File: config.mk
export PLATFORM = sky130hd
export DESIGN_NAME = npc_host
export DESIGN_NICKNAME = d
export VERILOG_FILES = /design/src/rtl/npc_pkg.sv /design/src/rtl/npc_bus_cycle.sv /design/src/rtl/npc_ready_wait.sv /design/src/rtl/npc_host.sv
export SDC_FILE = /design/constraint.sdc
export NUM_CORES = 1
export LEC_CHECK = 0
export BUFFER_PORTS_ARGS = -buffer_cell sky130_fd_sc_hd__buf_2
export CORE_MARGIN = 2
export CORE_UTILIZATION = 55
export CTS_BUF_LIST = sky130_fd_sc_hd__clkbuf_2 sky130_fd_sc_hd__clkbuf_4 sky130_fd_sc_hd__clkbuf_8
export CTS_CLUSTER_DIAMETER = 50
export DETAILED_ROUTE_END_ITERATION = 8
export PLACE_DENSITY = 0.82
export SETUP_SLACK_MARGIN = 0.05
export SYNTH_ARGS = -nofsm -noshare
export SYNTH_HDL_FRONTEND = slang
export SYNTH_SLANG_ARGS = --single-unit
File: constraint.sdc
create_clock -name clk_sys -period 2.9 [get_ports clk_sys]
set_clock_uncertainty 0.1 [all_clocks]
set_input_delay 0.29 -clock clk_sys [delete_from_list [all_inputs] [get_ports clk_sys]]
set_output_delay 0.29 -clock clk_sys [all_outputs]
set_load 0.02 [all_outputs]
File: src/rtl/npc_pkg.sv
// shared constants and types of the nand page/cache host controller
package npc_pkg;
    // clock and timing
    localparam int CLK_NS      = 100;
    localparam int TWB_NS      = 100;
    localparam int TWB_CYC     = (TWB_NS + CLK_NS - 1) / CLK_NS;
    localparam int END_NS      = 5000;
    localparam int END_CYC     = END_NS / CLK_NS;
    localparam int WAIT_W      = 16;

    // register map (byte addresses)
    localparam int ADR_W       = 8;
    localparam logic [7:0] REG_CMD  = 8'h00;
    localparam logic [7:0] REG_ADDR = 8'h04;
    localparam logic [7:0] REG_CFG  = 8'h08;
    localparam logic [7:0] REG_STAT = 8'h0C;

    // field positions
    localparam int CMD_BYTE_LSB = 0;
    localparam int CMD_OP_LSB   = 8;
    localparam int CMD_LAST_BIT = 11;
    localparam int CFG_WP_BIT   = 0;
    localparam int CFG_POLL_BIT = 1;
    localparam int ST_ENG_BIT   = 0;
    localparam int ST_RDY_BIT   = 1;
    localparam int ST_REF_BIT   = 2;
    localparam int ST_TMO_BIT   = 3;
    localparam int ST_CRD_BIT   = 4;
    localparam int ST_PRG_BIT   = 5;
    localparam int ST_STM_BIT   = 6;
    localparam int ST_WAIT_BIT  = 7;
    localparam int ST_DATA_LSB  = 8;
    localparam int ST_PART_LSB  = 16;
    localparam logic [31:0] CFG_RESET = 32'h0000_0000;

    // flash command bytes
    localparam logic [7:0] CMD_READ      = 8'h00;
    localparam logic [7:0] CMD_READ_GO   = 8'h30;
    localparam logic [7:0] CMD_CACHE_GO  = 8'h31;
    localparam logic [7:0] CMD_CACHE_END = 8'h34;
    localparam logic [7:0] CMD_RAND_OUT  = 8'h05;
    localparam logic [7:0] CMD_RAND_GO   = 8'hE0;
    localparam logic [7:0] CMD_PROG_LOAD = 8'h80;
    localparam logic [7:0] CMD_RAND_IN   = 8'h85;
    localparam logic [7:0] CMD_PROG_GO   = 8'h10;
    localparam logic [7:0] CMD_CACHE_PRG = 8'h15;
    localparam logic [7:0] CMD_STATUS    = 8'h70;
    localparam logic [7:0] CMD_RESET     = 8'hFF;

    localparam logic [2:0] PART_MAX   = 3'h4;
    localparam int         PAGE_BYTES = 2112;

    typedef enum logic [2:0] {
        OP_CMD     = 3'h0,
        OP_ADDR4   = 3'h1,
        OP_ADDRCOL = 3'h2,
        OP_WRDATA  = 3'h3,
        OP_RDDATA  = 3'h4
    } npc_op_t;

    typedef struct packed {
        logic ceN;
        logic cle;
        logic ale;
        logic weN;
        logic reN;
        logic wpN;
    } npc_pins_t;

    typedef struct packed {
        logic       isRead;
        logic       cle;
        logic       ale;
        logic [7:0] data;
    } npc_item_t;
endpackage

File: src/rtl/npc_bus_cycle.sv
// one strobed byte cycle on the flash pins, write or read
`timescale 1ns/100ps
`default_nettype none
module npc_bus_cycle #(
    parameter int DIV = 1
) (
    // system
    input  wire logic               clk_sys,
    input  wire logic               nrst,
    // request
    input  wire logic               start,
    input  wire npc_pkg::npc_item_t item,
    output logic                    busy,
    output logic                    done,
    output logic [7:0]              rdByte,
    // pins
    output logic                    weN,
    output logic                    reN,
    output logic                    cle,
    output logic                    ale,
    output logic [7:0]              dqOut,
    output logic                    dqOe,
    input  wire logic [7:0]         dqIn
);
    import npc_pkg::*;

    npc_item_t   cur;
    logic [1:0]  phase;
    logic [15:0] divCnt;
    wire         tick   = busy && (divCnt == 16'(DIV - 1));
    wire         strobe = busy && (phase == 2'h1 || phase == 2'h2);

    // data latched on the rising write strobe
    assign weN   = !(strobe && !cur.isRead);
    // each falling read strobe yields the next byte
    assign reN   = !(strobe && cur.isRead);
    assign cle   = busy && cur.cle;
    assign ale   = busy && cur.ale;
    assign dqOut = cur.data;
    assign dqOe  = busy && !cur.isRead;

    always_ff @(posedge clk_sys or negedge nrst) begin
        if (!nrst) begin
            cur    <= '0;
            phase  <= 2'h0;
            divCnt <= 16'h0000;
            busy   <= 1'b0;
            done   <= 1'b0;
            rdByte <= 8'h00;
        end else begin
            done <= 1'b0;
            if (start && !busy) begin
                cur    <= item;
                busy   <= 1'b1;
                phase  <= 2'h0;
                divCnt <= 16'h0000;
            end else if (busy) begin
                divCnt <= tick ? 16'h0000 : divCnt + 16'h0001;
                if (tick) begin
                    // sample late in the low phase, access time covered
                    if (phase == 2'h2 && cur.isRead)
                        rdByte <= dqIn;
                    phase <= phase + 2'h1;
                    if (phase == 2'h3) begin
                        busy <= 1'b0;
                        done <= 1'b1;
                    end
                end
            end
        end
    end
endmodule
`default_nettype wire

File: src/rtl/npc_ready_wait.sv
// waits for the flash ready line after a busy-making confirm
`timescale 1ns/100ps
`default_nettype none
module npc_ready_wait (
    // system
    input  wire logic clk_sys,
    input  wire logic nrst,
    // control
    input  wire logic start,
    input  wire logic useLimit,
    input  wire logic rbN,
    output logic      busy,
    output logic      done,
    output logic      timedOut
);
    import npc_pkg::*;

    logic [WAIT_W-1:0] cnt;
    logic              limit;
    // the line only drops some time after the confirm edge
    wire guardOver = cnt >= WAIT_W'(TWB_CYC);
    wire expire    = limit && cnt == WAIT_W'(END_CYC);

    always_ff @(posedge clk_sys or negedge nrst) begin
        if (!nrst) begin
            cnt      <= '0;
            limit    <= 1'b0;
            busy     <= 1'b0;
            done     <= 1'b0;
            timedOut <= 1'b0;
        end else begin
            done     <= 1'b0;
            timedOut <= 1'b0;
            if (start) begin
                busy  <= 1'b1;
                limit <= useLimit;
                cnt   <= '0;
            end else if (busy) begin
                if (guardOver && rbN) begin
                    busy <= 1'b0;
                    done <= 1'b1;
                end else if (expire) begin
                    busy     <= 1'b0;
                    timedOut <= 1'b1;
                end else if (cnt != '1) begin
                    cnt <= cnt + 1'b1;
                end
            end
        end
    end
endmodule
`default_nettype wire

File: src/rtl/npc_host.sv
// wishbone-driven host controller for a multiplexed nand page flash
// Summary of operation
// - command byte latched with CLE on write strobe
// - address byte latched with ALE on write strobe
// - page read is 00h, four addresses, 30h
// - random out 05h/E0h refused in cache read
// - cache read 31h needs column zero
// - after status in cache read, resend 00h
// - 34h or reset idles flash within 5us
// - program is 80h, address, data, 85h, 10h
// - at most four partial programs per page (counted only over consecutive confirms on one row)
// - cache program confirms with 15h
// - next cache sequence only after cache ready
// - ready-line-only users end with 10h
//
// The register addresses and the Wishbone register port were left to the implementer.
`timescale 1ns/100ps
`default_nettype none
module npc_host #(
    parameter int STROBE_DIV = 1
) (
    // system
    input  wire logic                      clk_sys,
    input  wire logic                      nrst,
    // wishbone slave
    input  wire logic [npc_pkg::ADR_W-1:0] wb_adr_i,
    input  wire logic [31:0]               wb_dat_i,
    output logic [31:0]                    wb_dat_o,
    input  wire logic                      wb_we_i,
    input  wire logic [3:0]                wb_sel_i,
    input  wire logic                      wb_cyc_i,
    input  wire logic                      wb_stb_i,
    output logic                           wb_ack_o,
    // flash control pins
    output var npc_pkg::npc_pins_t         pinOut,
    // flash data pins, two-way
    output logic [7:0]                     dqOut,
    output logic                           dqOe,
    input  wire logic [7:0]                dqIn,
    // flash ready line, open drain, high when ready
    input  wire logic                      rbN
);
    import npc_pkg::*;

    typedef enum logic { S_IDLE, S_XFER } npc_state_t;

    npc_state_t  state;
    logic [15:0] colReg;
    logic [15:0] rowReg;
    logic [31:0] cfgReg;
    logic        refused;
    logic        timedOutFlag;
    logic        cacheRead;
    logic        statusMode;
    logic        progPending;
    logic [15:0] progRow;
    logic [2:0]  partCnt;
    logic [7:0]  rdData;

    // latched request
    npc_op_t     opL;
    logic [7:0]  byteL;
    logic [2:0]  lenL;
    logic [2:0]  idx;
    logic        waitL;
    logic        limitL;
    logic        cycStart;

    // engine and wait outputs
    logic        cycBusy;
    logic        cycDone;
    logic [7:0]  cycData;
    logic        cycWeN;
    logic        cycReN;
    logic        cycCle;
    logic        cycAle;
    logic        rwBusy;
    logic        rwDone;
    logic        rwTimeout;
    npc_item_t   item;

    // bus decode
    wire wbReq   = wb_cyc_i && wb_stb_i && !wb_ack_o;
    wire wbWr    = wbReq && wb_we_i;
    wire isCmd   = wb_adr_i == REG_CMD;
    wire isAddr  = wb_adr_i == REG_ADDR;
    wire isCfg   = wb_adr_i == REG_CFG;
    wire isStat  = wb_adr_i == REG_STAT;
    wire cmdWr   = wbWr && isCmd && (&wb_sel_i[1:0]);
    wire cfgWp   = cfgReg[CFG_WP_BIT];
    wire cfgPoll = cfgReg[CFG_POLL_BIT];

    wire [31:0] laneMask = {{8{wb_sel_i[3]}}, {8{wb_sel_i[2]}},
                            {8{wb_sel_i[1]}}, {8{wb_sel_i[0]}}};
    wire [31:0] addrWord = {rowReg, colReg};
    wire [31:0] addrNext = (addrWord & ~laneMask) | (wb_dat_i & laneMask);
    wire [31:0] cfgNext  = (cfgReg & ~laneMask) | (wb_dat_i & laneMask);

    // request fields
    wire [7:0] reqByte = wb_dat_i[CMD_BYTE_LSB +: 8];
    wire [2:0] reqOpRaw = wb_dat_i[CMD_OP_LSB +: 3];
    wire       reqLast = wb_dat_i[CMD_LAST_BIT];
    wire       opCmd   = reqOpRaw == OP_CMD;
    wire       opRead  = reqOpRaw == OP_RDDATA;
    wire       badOp   = reqOpRaw > OP_RDDATA;

    wire isConfirm = opCmd &&
                     (reqByte == CMD_PROG_GO || reqByte == CMD_CACHE_PRG);
    wire samePage  = rowReg == progRow;
    // a fifth consecutive program of the same page is never issued
    wire partFull  = isConfirm && samePage && partCnt == PART_MAX;
    // while programming only status and reset may reach the flash
    wire progBlock = progPending && !(opCmd &&
                     (reqByte == CMD_STATUS || reqByte == CMD_RESET));
    wire randBlock = opCmd && reqByte == CMD_RAND_OUT && cacheRead;
    wire colBad    = opCmd && reqByte == CMD_CACHE_GO &&
                     colReg != 16'h0000;
    wire wpBlock   = !cfgWp && (isConfirm ||
                     (opCmd && reqByte == CMD_PROG_LOAD));
    // reading a page before the flash is ready gives stale bytes
    wire rdBlock   = opRead && rwBusy && !statusMode;
    wire refuse    = state != S_IDLE || badOp || partFull || progBlock ||
                     randBlock || colBad || wpBlock || rdBlock;
    wire cmdGo     = cmdWr && !refuse;

    // ready-line-only users must close with a plain program confirm
    wire [7:0] sendByte = (opCmd && reqByte == CMD_CACHE_PRG && reqLast &&
                           !cfgPoll) ? CMD_PROG_GO : reqByte;
    // a read in cache mode after a status poll re-enters with 00h
    wire resume = opRead && cacheRead && statusMode;
    wire [2:0] reqLen = (reqOpRaw == OP_ADDR4)   ? 3'h4 :
                        (reqOpRaw == OP_ADDRCOL) ? 3'h2 :
                        resume                   ? 3'h2 : 3'h1;
    wire goBusy = opCmd && (sendByte == CMD_READ_GO ||
                  sendByte == CMD_CACHE_GO || sendByte == CMD_PROG_GO ||
                  sendByte == CMD_CACHE_PRG || sendByte == CMD_CACHE_END ||
                  sendByte == CMD_RESET);
    wire goLimit = opCmd && (sendByte == CMD_CACHE_END ||
                   sendByte == CMD_RESET);

    // current byte of the latched sequence
    wire       lastItem   = idx == lenL - 3'h1;
    wire       itemIsRead = opL == OP_RDDATA && lastItem;
    wire       itemIsCmd  = opL == OP_CMD ||
                            (opL == OP_RDDATA && !lastItem);
    wire       itemIsAddr = opL == OP_ADDR4 || opL == OP_ADDRCOL;
    // column low, column high, row low, row high
    wire [7:0] addrByte   = addrWord[{idx[1:0], 3'b000} +: 8];
    wire [7:0] itemData   = itemIsAddr ? addrByte :
                            (opL == OP_RDDATA) ? CMD_READ : byteL;

    assign item = '{isRead: itemIsRead, cle: itemIsCmd,
                    ale: itemIsAddr, data: itemData};

    wire [31:0] statWord = {13'h0000, partCnt, rdData, rwBusy, statusMode,
                            progPending, cacheRead, timedOutFlag, refused,
                            rbN, state != S_IDLE};
    wire [31:0] rdMux = isCmd  ? 32'h0000_0000 :
                        isAddr ? addrWord :
                        isCfg  ? cfgReg :
                        isStat ? statWord : 32'h0000_0000;

    // pins; chip enable drops only around byte cycles so the flash
    // may idle in standby, and busy work is not disturbed by it
    assign pinOut = '{ceN: state == S_IDLE, cle: cycCle, ale: cycAle,
                      weN: cycWeN, reN: cycReN, wpN: cfgWp};

    // wishbone slave: one wait state, unmapped reads give zero
    always_ff @(posedge clk_sys or negedge nrst) begin
        if (!nrst) begin
            wb_ack_o <= 1'b0;
            wb_dat_o <= 32'h0000_0000;
        end else begin
            wb_ack_o <= wbReq;
            wb_dat_o <= (wbReq && !wb_we_i) ? rdMux : 32'h0000_0000;
        end
    end

    // software registers and sticky flags
    always_ff @(posedge clk_sys or negedge nrst) begin
        if (!nrst) begin
            colReg       <= 16'h0000;
            rowReg       <= 16'h0000;
            cfgReg       <= CFG_RESET;
            refused      <= 1'b0;
            timedOutFlag <= 1'b0;
        end else begin
            if (wbWr && isAddr) begin
                colReg <= addrNext[15:0];
                rowReg <= addrNext[31:16];
            end
            if (wbWr && isCfg)
                cfgReg <= cfgNext;
            // set wins over a write-one clear in the same cycle
            if (cmdWr && refuse)
                refused <= 1'b1;
            else if (wbWr && isStat && wb_sel_i[0] && wb_dat_i[ST_REF_BIT])
                refused <= 1'b0;
            if (rwTimeout)
                timedOutFlag <= 1'b1;
            else if (wbWr && isStat && wb_sel_i[0] && wb_dat_i[ST_TMO_BIT])
                timedOutFlag <= 1'b0;
        end
    end

    // flash mode tracking; power-up read mode needs no 00h
    always_ff @(posedge clk_sys or negedge nrst) begin
        if (!nrst) begin
            cacheRead   <= 1'b0;
            statusMode  <= 1'b0;
            progPending <= 1'b0;
            progRow     <= 16'h0000;
            partCnt     <= 3'h0;
        end else begin
            if (cmdGo && opCmd) begin
                statusMode <= sendByte == CMD_STATUS;
                if (sendByte == CMD_CACHE_GO)
                    cacheRead <= 1'b1;
                else if (sendByte == CMD_CACHE_END || sendByte == CMD_RESET)
                    cacheRead <= 1'b0;
            end else if (cmdGo && resume) begin
                statusMode <= 1'b0;
            end
            // new confirm wins over the end of the previous wait
            if (cmdGo && isConfirm)
                progPending <= 1'b1;
            else if (cmdGo && opCmd && sendByte == CMD_RESET)
                progPending <= 1'b0;
            else if (rwDone || rwTimeout)
                progPending <= 1'b0;
            if (cmdGo && isConfirm) begin
                progRow <= rowReg;
                partCnt <= samePage ? partCnt + 3'h1 : 3'h1;
            end
        end
    end

    // sequence engine
    always_ff @(posedge clk_sys or negedge nrst) begin
        if (!nrst) begin
            state    <= S_IDLE;
            opL      <= OP_CMD;
            byteL    <= 8'h00;
            lenL     <= 3'h1;
            idx      <= 3'h0;
            waitL    <= 1'b0;
            limitL   <= 1'b0;
            cycStart <= 1'b0;
            rdData   <= 8'h00;
        end else begin
            cycStart <= 1'b0;
            if (cycDone && itemIsRead)
                rdData <= cycData;
            unique case (state)
                S_IDLE: begin
                    if (cmdGo) begin
                        opL      <= npc_op_t'(reqOpRaw);
                        byteL    <= sendByte;
                        lenL     <= reqLen;
                        idx      <= 3'h0;
                        waitL    <= goBusy;
                        limitL   <= goLimit;
                        cycStart <= 1'b1;
                        state    <= S_XFER;
                    end
                end
                S_XFER: begin
                    if (cycDone) begin
                        if (lastItem) begin
                            state <= S_IDLE;
                        end else begin
                            idx      <= idx + 3'h1;
                            cycStart <= 1'b1;
                        end
                    end
                end
            endcase
        end
    end

    wire rwStart = cycDone && state == S_XFER && lastItem && waitL;

    npc_bus_cycle #(
        .DIV    (STROBE_DIV)
    ) u_cycle (
        .clk_sys(clk_sys),
        .nrst   (nrst),
        .start  (cycStart),
        .item   (item),
        .busy   (cycBusy),
        .done   (cycDone),
        .rdByte (cycData),
        .weN    (cycWeN),
        .reN    (cycReN),
        .cle    (cycCle),
        .ale    (cycAle),
        .dqOut  (dqOut),
        .dqOe   (dqOe),
        .dqIn   (dqIn)
    );

    npc_ready_wait u_wait (
        .clk_sys (clk_sys),
        .nrst    (nrst),
        .start   (rwStart),
        .useLimit(limitL),
        .rbN     (rbN),
        .busy    (rwBusy),
        .done    (rwDone),
        .timedOut(rwTimeout)
    );
endmodule
`default_nettype wire

# After elaboration in Yosys (flattened, before gate mapping)
# Index checks and enable logic that the tools add are counted.
# totals
elab_cells	259
in_bits	58
register_bits	209
out_inout_bits	48
# classes
add_sub_neg	6
order_cmp	2
n_bitwise	8
shifts	1
n_eq_ne	36
n_reduce_logical	108
mux	63
# op_table
cell	n
16-bit two-way mux	8
32-bit two-way mux	4
32-bit AND	3
32-bit OR	2
1-bit logical AND	55
1-bit two-way mux	34
16-bit by 1-bit adder with 16-bit output, second input constant	2
8-bit by 5-bit equality test with 1-bit output, second input constant	4
8-bit by 6-bit equality test with 1-bit output, second input constant	4
32-bit NOT	1
32-bit by 6-bit indexed part select with 8-bit output	1
8-bit equality test, second input constant	3
8-bit two-way mux	3
1-bit logical OR	20
19-bit two-way mux	1
16-bit equality test	1
16-bit by 6-bit equality test with 1-bit output, second input constant	1
8-bit by 3-bit equality test with 1-bit output, second input constant	2
8-bit by 4-bit equality test with 1-bit output, second input constant	2
8-bit by 7-bit equality test with 1-bit output, second input constant	2
16-bit by 1-bit greater-or-equal comparator with 1-bit output, second input constant	1
16-bit logical NOT	1
16-bit != test, second input constant	1
16-bit nonzero test	1
other kinds (25)	67

# Logic depth before layout (Yosys ltp)
# Gate-level depths: netlist of run 1.
# depth
depth_word	17
ltp_mapped	9

# Hierarchy
# Synthesis of run 1 repeated with hierarchy kept, for this count alone.
# hier_totals
hier_cells	886
area_unflattened_um2	10431.3
# by_module_without_submodules
module	area_each_um2	cells_per_inst	n_inst
npc_host	7215.7	589	1
npc_bus_cycle	2065.7	181	1
npc_ready_wait	1149.9	116	1

# Least setup slack after synthesis of run 1
# OpenSTA, ideal clock, no wires.
# synth_timing
kind	register to register
from	register lenL[0]
to	register rdData[0]
slack_ns	0.432
n_path_buf	0
setup_ns	0.125
stages_incl_launch_ff	8
arrival_ns	2.244
t_required_ns	2.675
synth_period_minus_slack_ns	2.468
cell_sequence	dfstp_2 inv_1 ha_1 xnor2_1 nor3_1 nand2_1 nor2_2 mux2_2
# synth_between
elab_chain_cells	4
# synth_rtl
item	line_no	rtl
start: declaration	npc_host.sv:63	logic [2:0] lenL;
start signal: assignment	npc_host.sv:259	lenL <= reqLen;
3-bit by 1-bit subtractor with 3-bit output	npc_host.sv:142	wire lastItem = idx == lenL - 3'h1;
3-bit equality test	npc_host.sv:142	
1-bit logical AND	npc_host.sv:143	wire itemIsRead = opL == OP_RDDATA && lastItem;
1-bit logical AND	npc_host.sv:252	if (cycDone && itemIsRead)
end signal: assignment	npc_host.sv:253	rdData <= cycData;
end: declaration	npc_host.sv:58	logic [7:0] rdData;
# No other way between the ends.
# A chain may end at the register's enable or synchronous reset.

# Worst setup path in the final report of run 1
# layout_timing
from	register u_wait.cnt[0]
to	register u_wait.cnt[13]
# layout_between
elab_chain_cells	6
elab_cells_between_ends	15
cone_classes	add/sub (1); order compare (1); eq/ne (4); mux (5); reduce/logical (4)
# layout_rtl
item	line_no	rtl
start: declaration	npc_ready_wait.sv:18	logic [WAIT_W-1:0] cnt;
start signal: assignment	npc_ready_wait.sv:46	cnt <= cnt + 1'b1;
16-bit by 1-bit adder with 16-bit output	npc_ready_wait.sv:46	
16-bit two-way mux	npc_ready_wait.sv:45	end else if (cnt != '1) begin
16-bit two-way mux	npc_ready_wait.sv:42	end else if (expire) begin
16-bit two-way mux	npc_ready_wait.sv:39	if (guardOver && rbN) begin
16-bit two-way mux	npc_ready_wait.sv:38	end else if (busy) begin
16-bit two-way mux	npc_ready_wait.sv:34	if (start) begin
# Several ways; a longest one is shown, not always the timed one. The select of a mux whose other input is x is not followed.

==> impl_metrics.json, run 1 <==
{
  "final_cell_mix": "208 x dfrtp_1, 126 x mux2_2, 104 x buf_2, 93 x nor2_1, 48 x clkbuf_8",
  "fp.dieW_um": 139,
  "worstPathMaxFanout": 13,
  "yosysUniqueCellTypes": 68,
  "initial_core_util_pct": 55.8,
  "numCtsBuffers": 36,
  "avgViaCountPerCell": 5.89,
  "io_buffers": 105,
  "tightest_slew_ps": 754,
  "slowest_delay_ps": 620,
  "antenna_found_initial": 0,
  "min_period_ps": 2670,
  "crit_slowest_cell": "or4b_2",
  "slew_violations": 0,
  "path_class": "reg2reg",
  "grt_overflow": 0,
  "dieArea_um2": 19200,
  "crit_required_ps": 3190,
  "cts_buffer_depth": 3,
  "hold_class": "in2reg",
  "synth_warnings": 0,
  "hold_violations": 0,
  "clkTransAtPathRegs_ps": 60,
  "diodes": 0,
  "worstSetupEndpointType": "flip-flop",
  "synth_fp_nets": 920,
  "synth_cells": 850,
  "fin_nets": 1079,
  "place_hpwl_um": 16600,
  "rsz0062_at_grt": "false",
  "root_buffer": "clkbuf_8",
  "num_rows": 49,
  "drt_wl_total_um": 24500,
  "antenna_left": 0,
  "ys_seq_area_share_pct": 52.6,
  "reg2reg_from": "u_wait.cnt[0]$_DFFE_PN0P_",
  "synth_top_flop_cell": "dfrtp_1",
  "htree_levels": 2,
  "vdd_drop_max_v": 0.000445,
  "relSlewSlack_pct": 49.7,
  "layout_setup_ws_ps": 230,
  "reg2reg_depth": 9,
  "vias": 7436,
  "drc_errors": 0,
  "place_ws_ps": 231,
  "ys_seq_elements": 209,
  "synth_edf_count": 0,
  "first_global_vias": 7560,
  "post_cts_buffers": 0,
  "fmax_mhz": 375,
  "synth_area_um2": 9950,
  "track_usage_pct": 25.9,
  "syn_avg_cell_area_um2": 11.7,
  "synthArstFlopShare_pct": 100,
  "finalSetupTns_ps": 0,
  "setup_viol": 0,
  "min_from": "wb_dat_i[7]",
  "critPathLaunchType": "flip-flop",
  "cts_sinks": 209,
  "core_um2": 17800,
  "path_cells": "inv_1 -> ha_1 -> or4b_2 -> o41ai_4 -> nand3_4 -> buf_4 -> nor3_2 -> xnor2_1 -> nor2_1",
  "grt_pass1_wl_um": 39700,
  "drtPass1Iterations": 5,
  "crit_path_start": "u_wait.cnt[0]$_DFFE_PN0P_",
  "drv_cap": 0,
  "final_common_cell": "dfrtp_1",
  "grt_max_degree": 85,
  "power_density_nw_per_um2": 515,
  "p_leak_nw": 5.85,
  "min_path_cells": 2,
  "period_share_pct": 92.1,
  "placedInstanceArea_um2": 10700,
  "ios": 106,
  "regToRegSetupSlack_ps": 230,
  "run_status": "completed",
  "place.gp.congestion": 0.921,
  "cp.arrival_ps": 2960,
  "fin_area_um2": 11900,
  "clk-insertion-delay-late_ps": 540,
  "dieHeight_um": 139,
  "area.growth.synth_to_final_pct": 19.1,
  "routedWlPerCell_um": 19.4,
  "drt_first_iter_violations": 533,
  "drive_gt1_share_pct": 34.5,
  "timing.rr.end": "u_wait.cnt[13]$_DFFE_PN0P_",
  "tritoncts": "built"
}
-- how the worst max path moves through the flow --
stage | endpoint | slack [ps] | depth (start not counted)
CTS | progRow[7]$_DFFE_PN0P_ | 210 | 7
global placement | u_wait.cnt[15]$_DFFE_PN0P_ | 300 | 8
floorplan | rdData[0]$_DFFE_PN0P_ | 430 | 7
detailed placement | progRow[4]$_DFFE_PN0P_ | 230 | 7
global route | u_wait.cnt[14]$_DFFE_PN0P_ | 70 | 9
finish | u_wait.cnt[13]$_DFFE_PN0P_ | 230 | 9
-- critical path: cells and delay by family (launching register included) --
family          cells  cell delay [ps]
compound gates      1              300
xor+xnor            1              140
fa+ha+maj           1              150
buf+inv             2              340
flops               1              420
simple gates        4             1090
-- logic make-up (layout without fill, tap and decap cells) --
family                     after synthesis  count (layout)  synth area share (%)
AOI/OAI and AO/OA                      109             109                  7.77
xor gates and xnor gates                49              49                  4.31
adders and majority gates               12              12                  1.51
buffers and inverters                   74             258                  3.73
DFF                                    209             209                  52.6
muxes                                  136             136                  16.3
and+or+nand+nor                        261             261                  13.9
-- area by class of cell --
type / count / area (µm²)
Clock buffer: 56 / 714
Multi-Input combinational cell: 567 / 4360
Timing Repair Buffer: 169 / 1130
Sequential cell: 209 / 5230
Fill cell: 1318 / 5980
Clock inverter: 7 / 38.8
Inverter: 26 / 97.6
Tap cell: 229 / 287
-- per-layer routing --
layer / up-vias / global-route usage [%] / part of all wire, %
li1: 3366 / - / -
met1: 3688 / 33.0 / 40
met2: 301 / 43.5 / 50
met3: 81 / 5.08 / 6.4
met4: 0 / 11.0 / 3.8
met5: - / 0 / 0
-- cell usage after synthesis (all sizes together), types with 16 or more instances --
cell / number / share of area, %
xor2: 26 / 2.3
a22oi: 34 / 2.6
xnor2: 23 / 2.0
nand4: 16 / 1.0
buf: 29 / 2.0
clkbuf: 19 / 0.72
o21ai: 33 / 1.7
nand2: 46 / 1.7
dfrtp: 208 / 52
mux2: 127 / 14
nor3: 22 / 1.5
nor2: 96 / 3.7
inv: 26 / 0.98
-- power by group --
part / switching (mW) / internal [mW] / total, mW / leakage [nW]
registers: 0.0282 / 2.94 / 2.97 / 2.88
clock network: 1.20 / 1.57 / 2.77 / 0.407
logic: 0.218 / 0.151 / 0.369 / 2.56
total: 1.44 / 4.66 / 6.11 / 5.85
-- through the flow --
stage | hold WS (ps) | utilization (%) | instances | power [mW]
after floorplan | -106 | - | 850 | 3.17
after global placement | 274 | 60.1 | 1163 | 3.34
after detailed placement | 281 | 60.1 | 1163 | 3.35
after CTS | 4.79 | 66.4 | 1263 | 6.14
after global routing | 43.3 | 66.5 | 1263 | 6.32
final | 22.7 | 66.5 | 1263 | 6.11
-- what timing repair did --
action | in CTS | in global routing
resized for setup | 0 | 1
endpoints found under the hold margin | 137 | 0
hold buffers | 37 | 0
setup endpoints to repair | 0 | 17
Note: power is estimated with default switching activity, not from simulation.
==> run 2, diff against run 1 <==
SETUP_SLACK_MARGIN = 0.5   (was 0.05)
SYNTH_HIERARCHICAL = 1   (was unset)
clock period = 3.3 ns   (was 2.9 ns; I/O delays follow)
==> run 2 against run 1 <==
Wire length rose by 2.8%. Non-clock buffer count is 14 lower. Die area up 4.6%. Via count increased by 5.1%. Clock power fell by 11%.
==> impl_metrics.json, run 2 <==
{
  "run_status": "completed",
  "synth_warnings": 6,
  "min_path_cells": 2,
  "synth_top_cell_by_area": "dfrtp_1",
  "worstPathMaxFanout": 6,
  "vdd_drop_max_v": 0.000282,
  "drt_wl_total_um": 25200,
  "p_leak_nw": 5.87,
  "fmax_mhz": 376,
  "synth_fp_nets": 956,
  "cts_sinks": 209,
  "reg2reg_depth": 12,
  "track_usage_pct": 25.6,
  "wl_met1_um": 10900,
  "finalSetupTns_ps": 0,
  "core_um2": 18600,
  "hold_violations": 0,
  "path_class": "reg2reg",
  "crit_required_ps": 3610,
  "placedInstanceArea_um2": 11100,
  "synth_top_flop_cell": "dfrtp_1",
  "htree_levels": 2,
  "rsz0062_at_grt": "false",
  "crit_slowest_cell": "dfstp_2",
  "multiInputGateArea_um2": 4840,
  "critPathLaunchType": "flip-flop",
  "tritoncts": "built",
  "cp.arrival_ps": 2970,
  "grt_max_degree": 72,
  "clkTransAtPathRegs_ps": 60,
  "setup_viol": 0,
  "place.gp.congestion": 0.926,
  "path_cells": "inv_1 -> ha_1 -> xnor2_2 -> xnor2_1 -> nor3_1 -> buf_4 -> and2_1 -> and3_1 -> nor3b_2 -> nand3_1 -> nand3_1 -> mux2_1",
  "place_inst": 1185,
  "syn_avg_cell_area_um2": 11.8,
  "avgViaCountPerCell": 6.11,
  "cp_common_cell": "nand3_1",
  "fin_area_um2": 12200,
  "final_cell_mix": "208 x dfrtp_1, 122 x mux2_2, 104 x buf_2, 73 x nor2_1, 46 x nand2_1",
  "routedWlPerCell_um": 19.7,
  "drt_first_iter_violations": 547,
  "hold_class": "in2reg",
  "drtPass1Iterations": 5,
  "worstSetupEndpointType": "flip-flop",
  "synth_edf_count": 0,
  "io_buffers": 105,
  "place_hpwl_um": 17400,
  "ys_seq_area_share_pct": 50.1,
  "ys_top_cells_by_area": "dfrtp_1 50%, mux2_2 13%, nor2_1 2.6%, a22oi_1 2.3%, mux2_4 2.2%",
  "antenna_found_initial": 2,
  "root_buffer": "clkbuf_8",
  "slew_violations": 0,
  "power_density_nw_per_um2": 437,
  "grt_pass1_wl_um": 40600,
  "fill_cells": 1382,
  "ios": 106,
  "synth.top_cell.area_share_pct": 49.9,
  "yosys-top-cells-count": "208 x dfrtp_1, 122 x mux2_2, 73 x nor2_1",
  "grt_overflow": 0,
  "initial_core_util_pct": 56.0,
  "highest_layer": "met4",
  "drc_errors": 0,
  "drv_cap": 0,
  "tightest_slew_ps": 925,
  "slowest_delay_ps": 550,
  "regToRegSetupSlack_ps": 640,
  "synthArstFlopShare_pct": 100,
  "final_common_cell": "dfrtp_1",
  "fp.dieW_um": 142,
  "area.growth.synth_to_final_pct": 17.2,
  "min_period_ps": 2660,
  "clk-insertion-delay-late_ps": 530,
  "wl_met3_um": 1640,
  "wl_met2_um": 11800,
  "fin_nets": 1092,
  "antenna_left": 0,
  "first_global_vias": 7786,
  "dieArea_um2": 20100,
  "period_share_pct": 80.6,
  "vias": 7817,
  "numCtsBuffers": 36,
  "drive_gt1_share_pct": 35.0,
  "cts_buffer_depth": 3,
  "relSlewSlack_pct": 38.2,
  "dieHeight_um": 142,
  "synth_cells": 886,
  "final_cells": 1279,
  "yosysMostFrequentCell": "dfrtp_1",
  "num_rows": 50,
  "regArea_um2": 5230,
  "synth_area_um2": 10400,
  "ys_seq_elements": 209,
  "yosysUniqueCellTypes": 79
}
-- run 2: through the flow --
| stage | util [%] | worst slack (ps) | power, mW | hold WS (ps) |
|---|---|---|---|---|
| after floorplan | - | 661 | 2.75 | -65.6 |
| after global placement | 59.6 | 166 | 2.88 | 271 |
| after detailed placement | 59.6 | 112 | 2.89 | 278 |
| after CTS | 65.4 | 533 | 5.37 | 11.6 |
| after global routing | 65.6 | 475 | 5.53 | 33.1 |
| final | 65.6 | 642 | 5.34 | 44.4 |
-- run 2: logic make-up after synthesis --
| family | Yosys count | share of synthesized area, % |
|---|---|---|
| AO/OA/AOI/OAI | 121 | 8.52 |
| XOR/XNOR | 34 | 2.85 |
| adder cells (fa/ha/maj) | 12 | 1.44 |
| flip-flops | 209 | 50.1 |
| multiplexers | 155 | 18.1 |
| AND/OR/NAND/NOR | 273 | 15.1 |
| buffers and inverters | 82 | 3.85 |
-- run 2: timing repair --
item | 4_1_cts | 5_1_grt
gates resized for setup | 1 | 5
hold buffers | 32 | 0
buffers inserted | 1 | 0
endpoints found under the hold margin | 119 | 0
pin swaps | 1 | 1
setup endpoints to repair | 13 | 18
cloned | 0 | 0
-- run 2: per-layer routing --
metal  track usage [%]  up-vias
met5                 0        -
met3              4.52       64
met2              39.4      315
li1                  -     3498
met4              11.2        0
met1              36.1     3940
-- run 2: worst max-delay path: cells and delay by family (launching register included) --
family                     cells  cell delay, ps
and+or+nand+nor                6             820
muxes                          1             320
xor gates and xnor gates       2             320
DFF                            1             550
adders and majority gates      1             230
buffers and inverters          2             200
-- run 2: final timing paths --
kind | startpoint | endpoint
min in group asynchronous | nrst | u_cycle/divCnt[7]$_DFFE_PN0P_
hold reg to reg | timedOutFlag$_DFFE_PN0P_ | timedOutFlag$_DFFE_PN0P_
setup / recovery | lenL[0]$_DFFE_PN1P_ | u_wait/cnt[2]$_DFFE_PN0P_
max in group asynchronous | nrst | wb_dat_o[21]$_DFF_PN0_
hold / removal | rbN | u_wait/done$_DFF_PN0_
setup reg to reg | lenL[0]$_DFFE_PN1P_ | u_wait/cnt[2]$_DFFE_PN0P_
-- run 2: where the power goes --
group	total [mW]	switching [mW]	internal (mW)
registers	2.60	0.0223	2.58
clock network	2.46	1.02	1.43
logic	0.277	0.166	0.112
-- run 2: final cells by class --
type / instances / area share (%)
Antenna cell: 2 / 0.0409
Clock buffer: 53 / 5.40
Clock inverter: 6 / 0.696
Inverter: 25 / 0.768
Multi-Input combinational cell: 595 / 39.6
Sequential cell: 209 / 42.8
Tap cell: 234 / 2.40
Timing Repair Buffer: 155 / 8.30
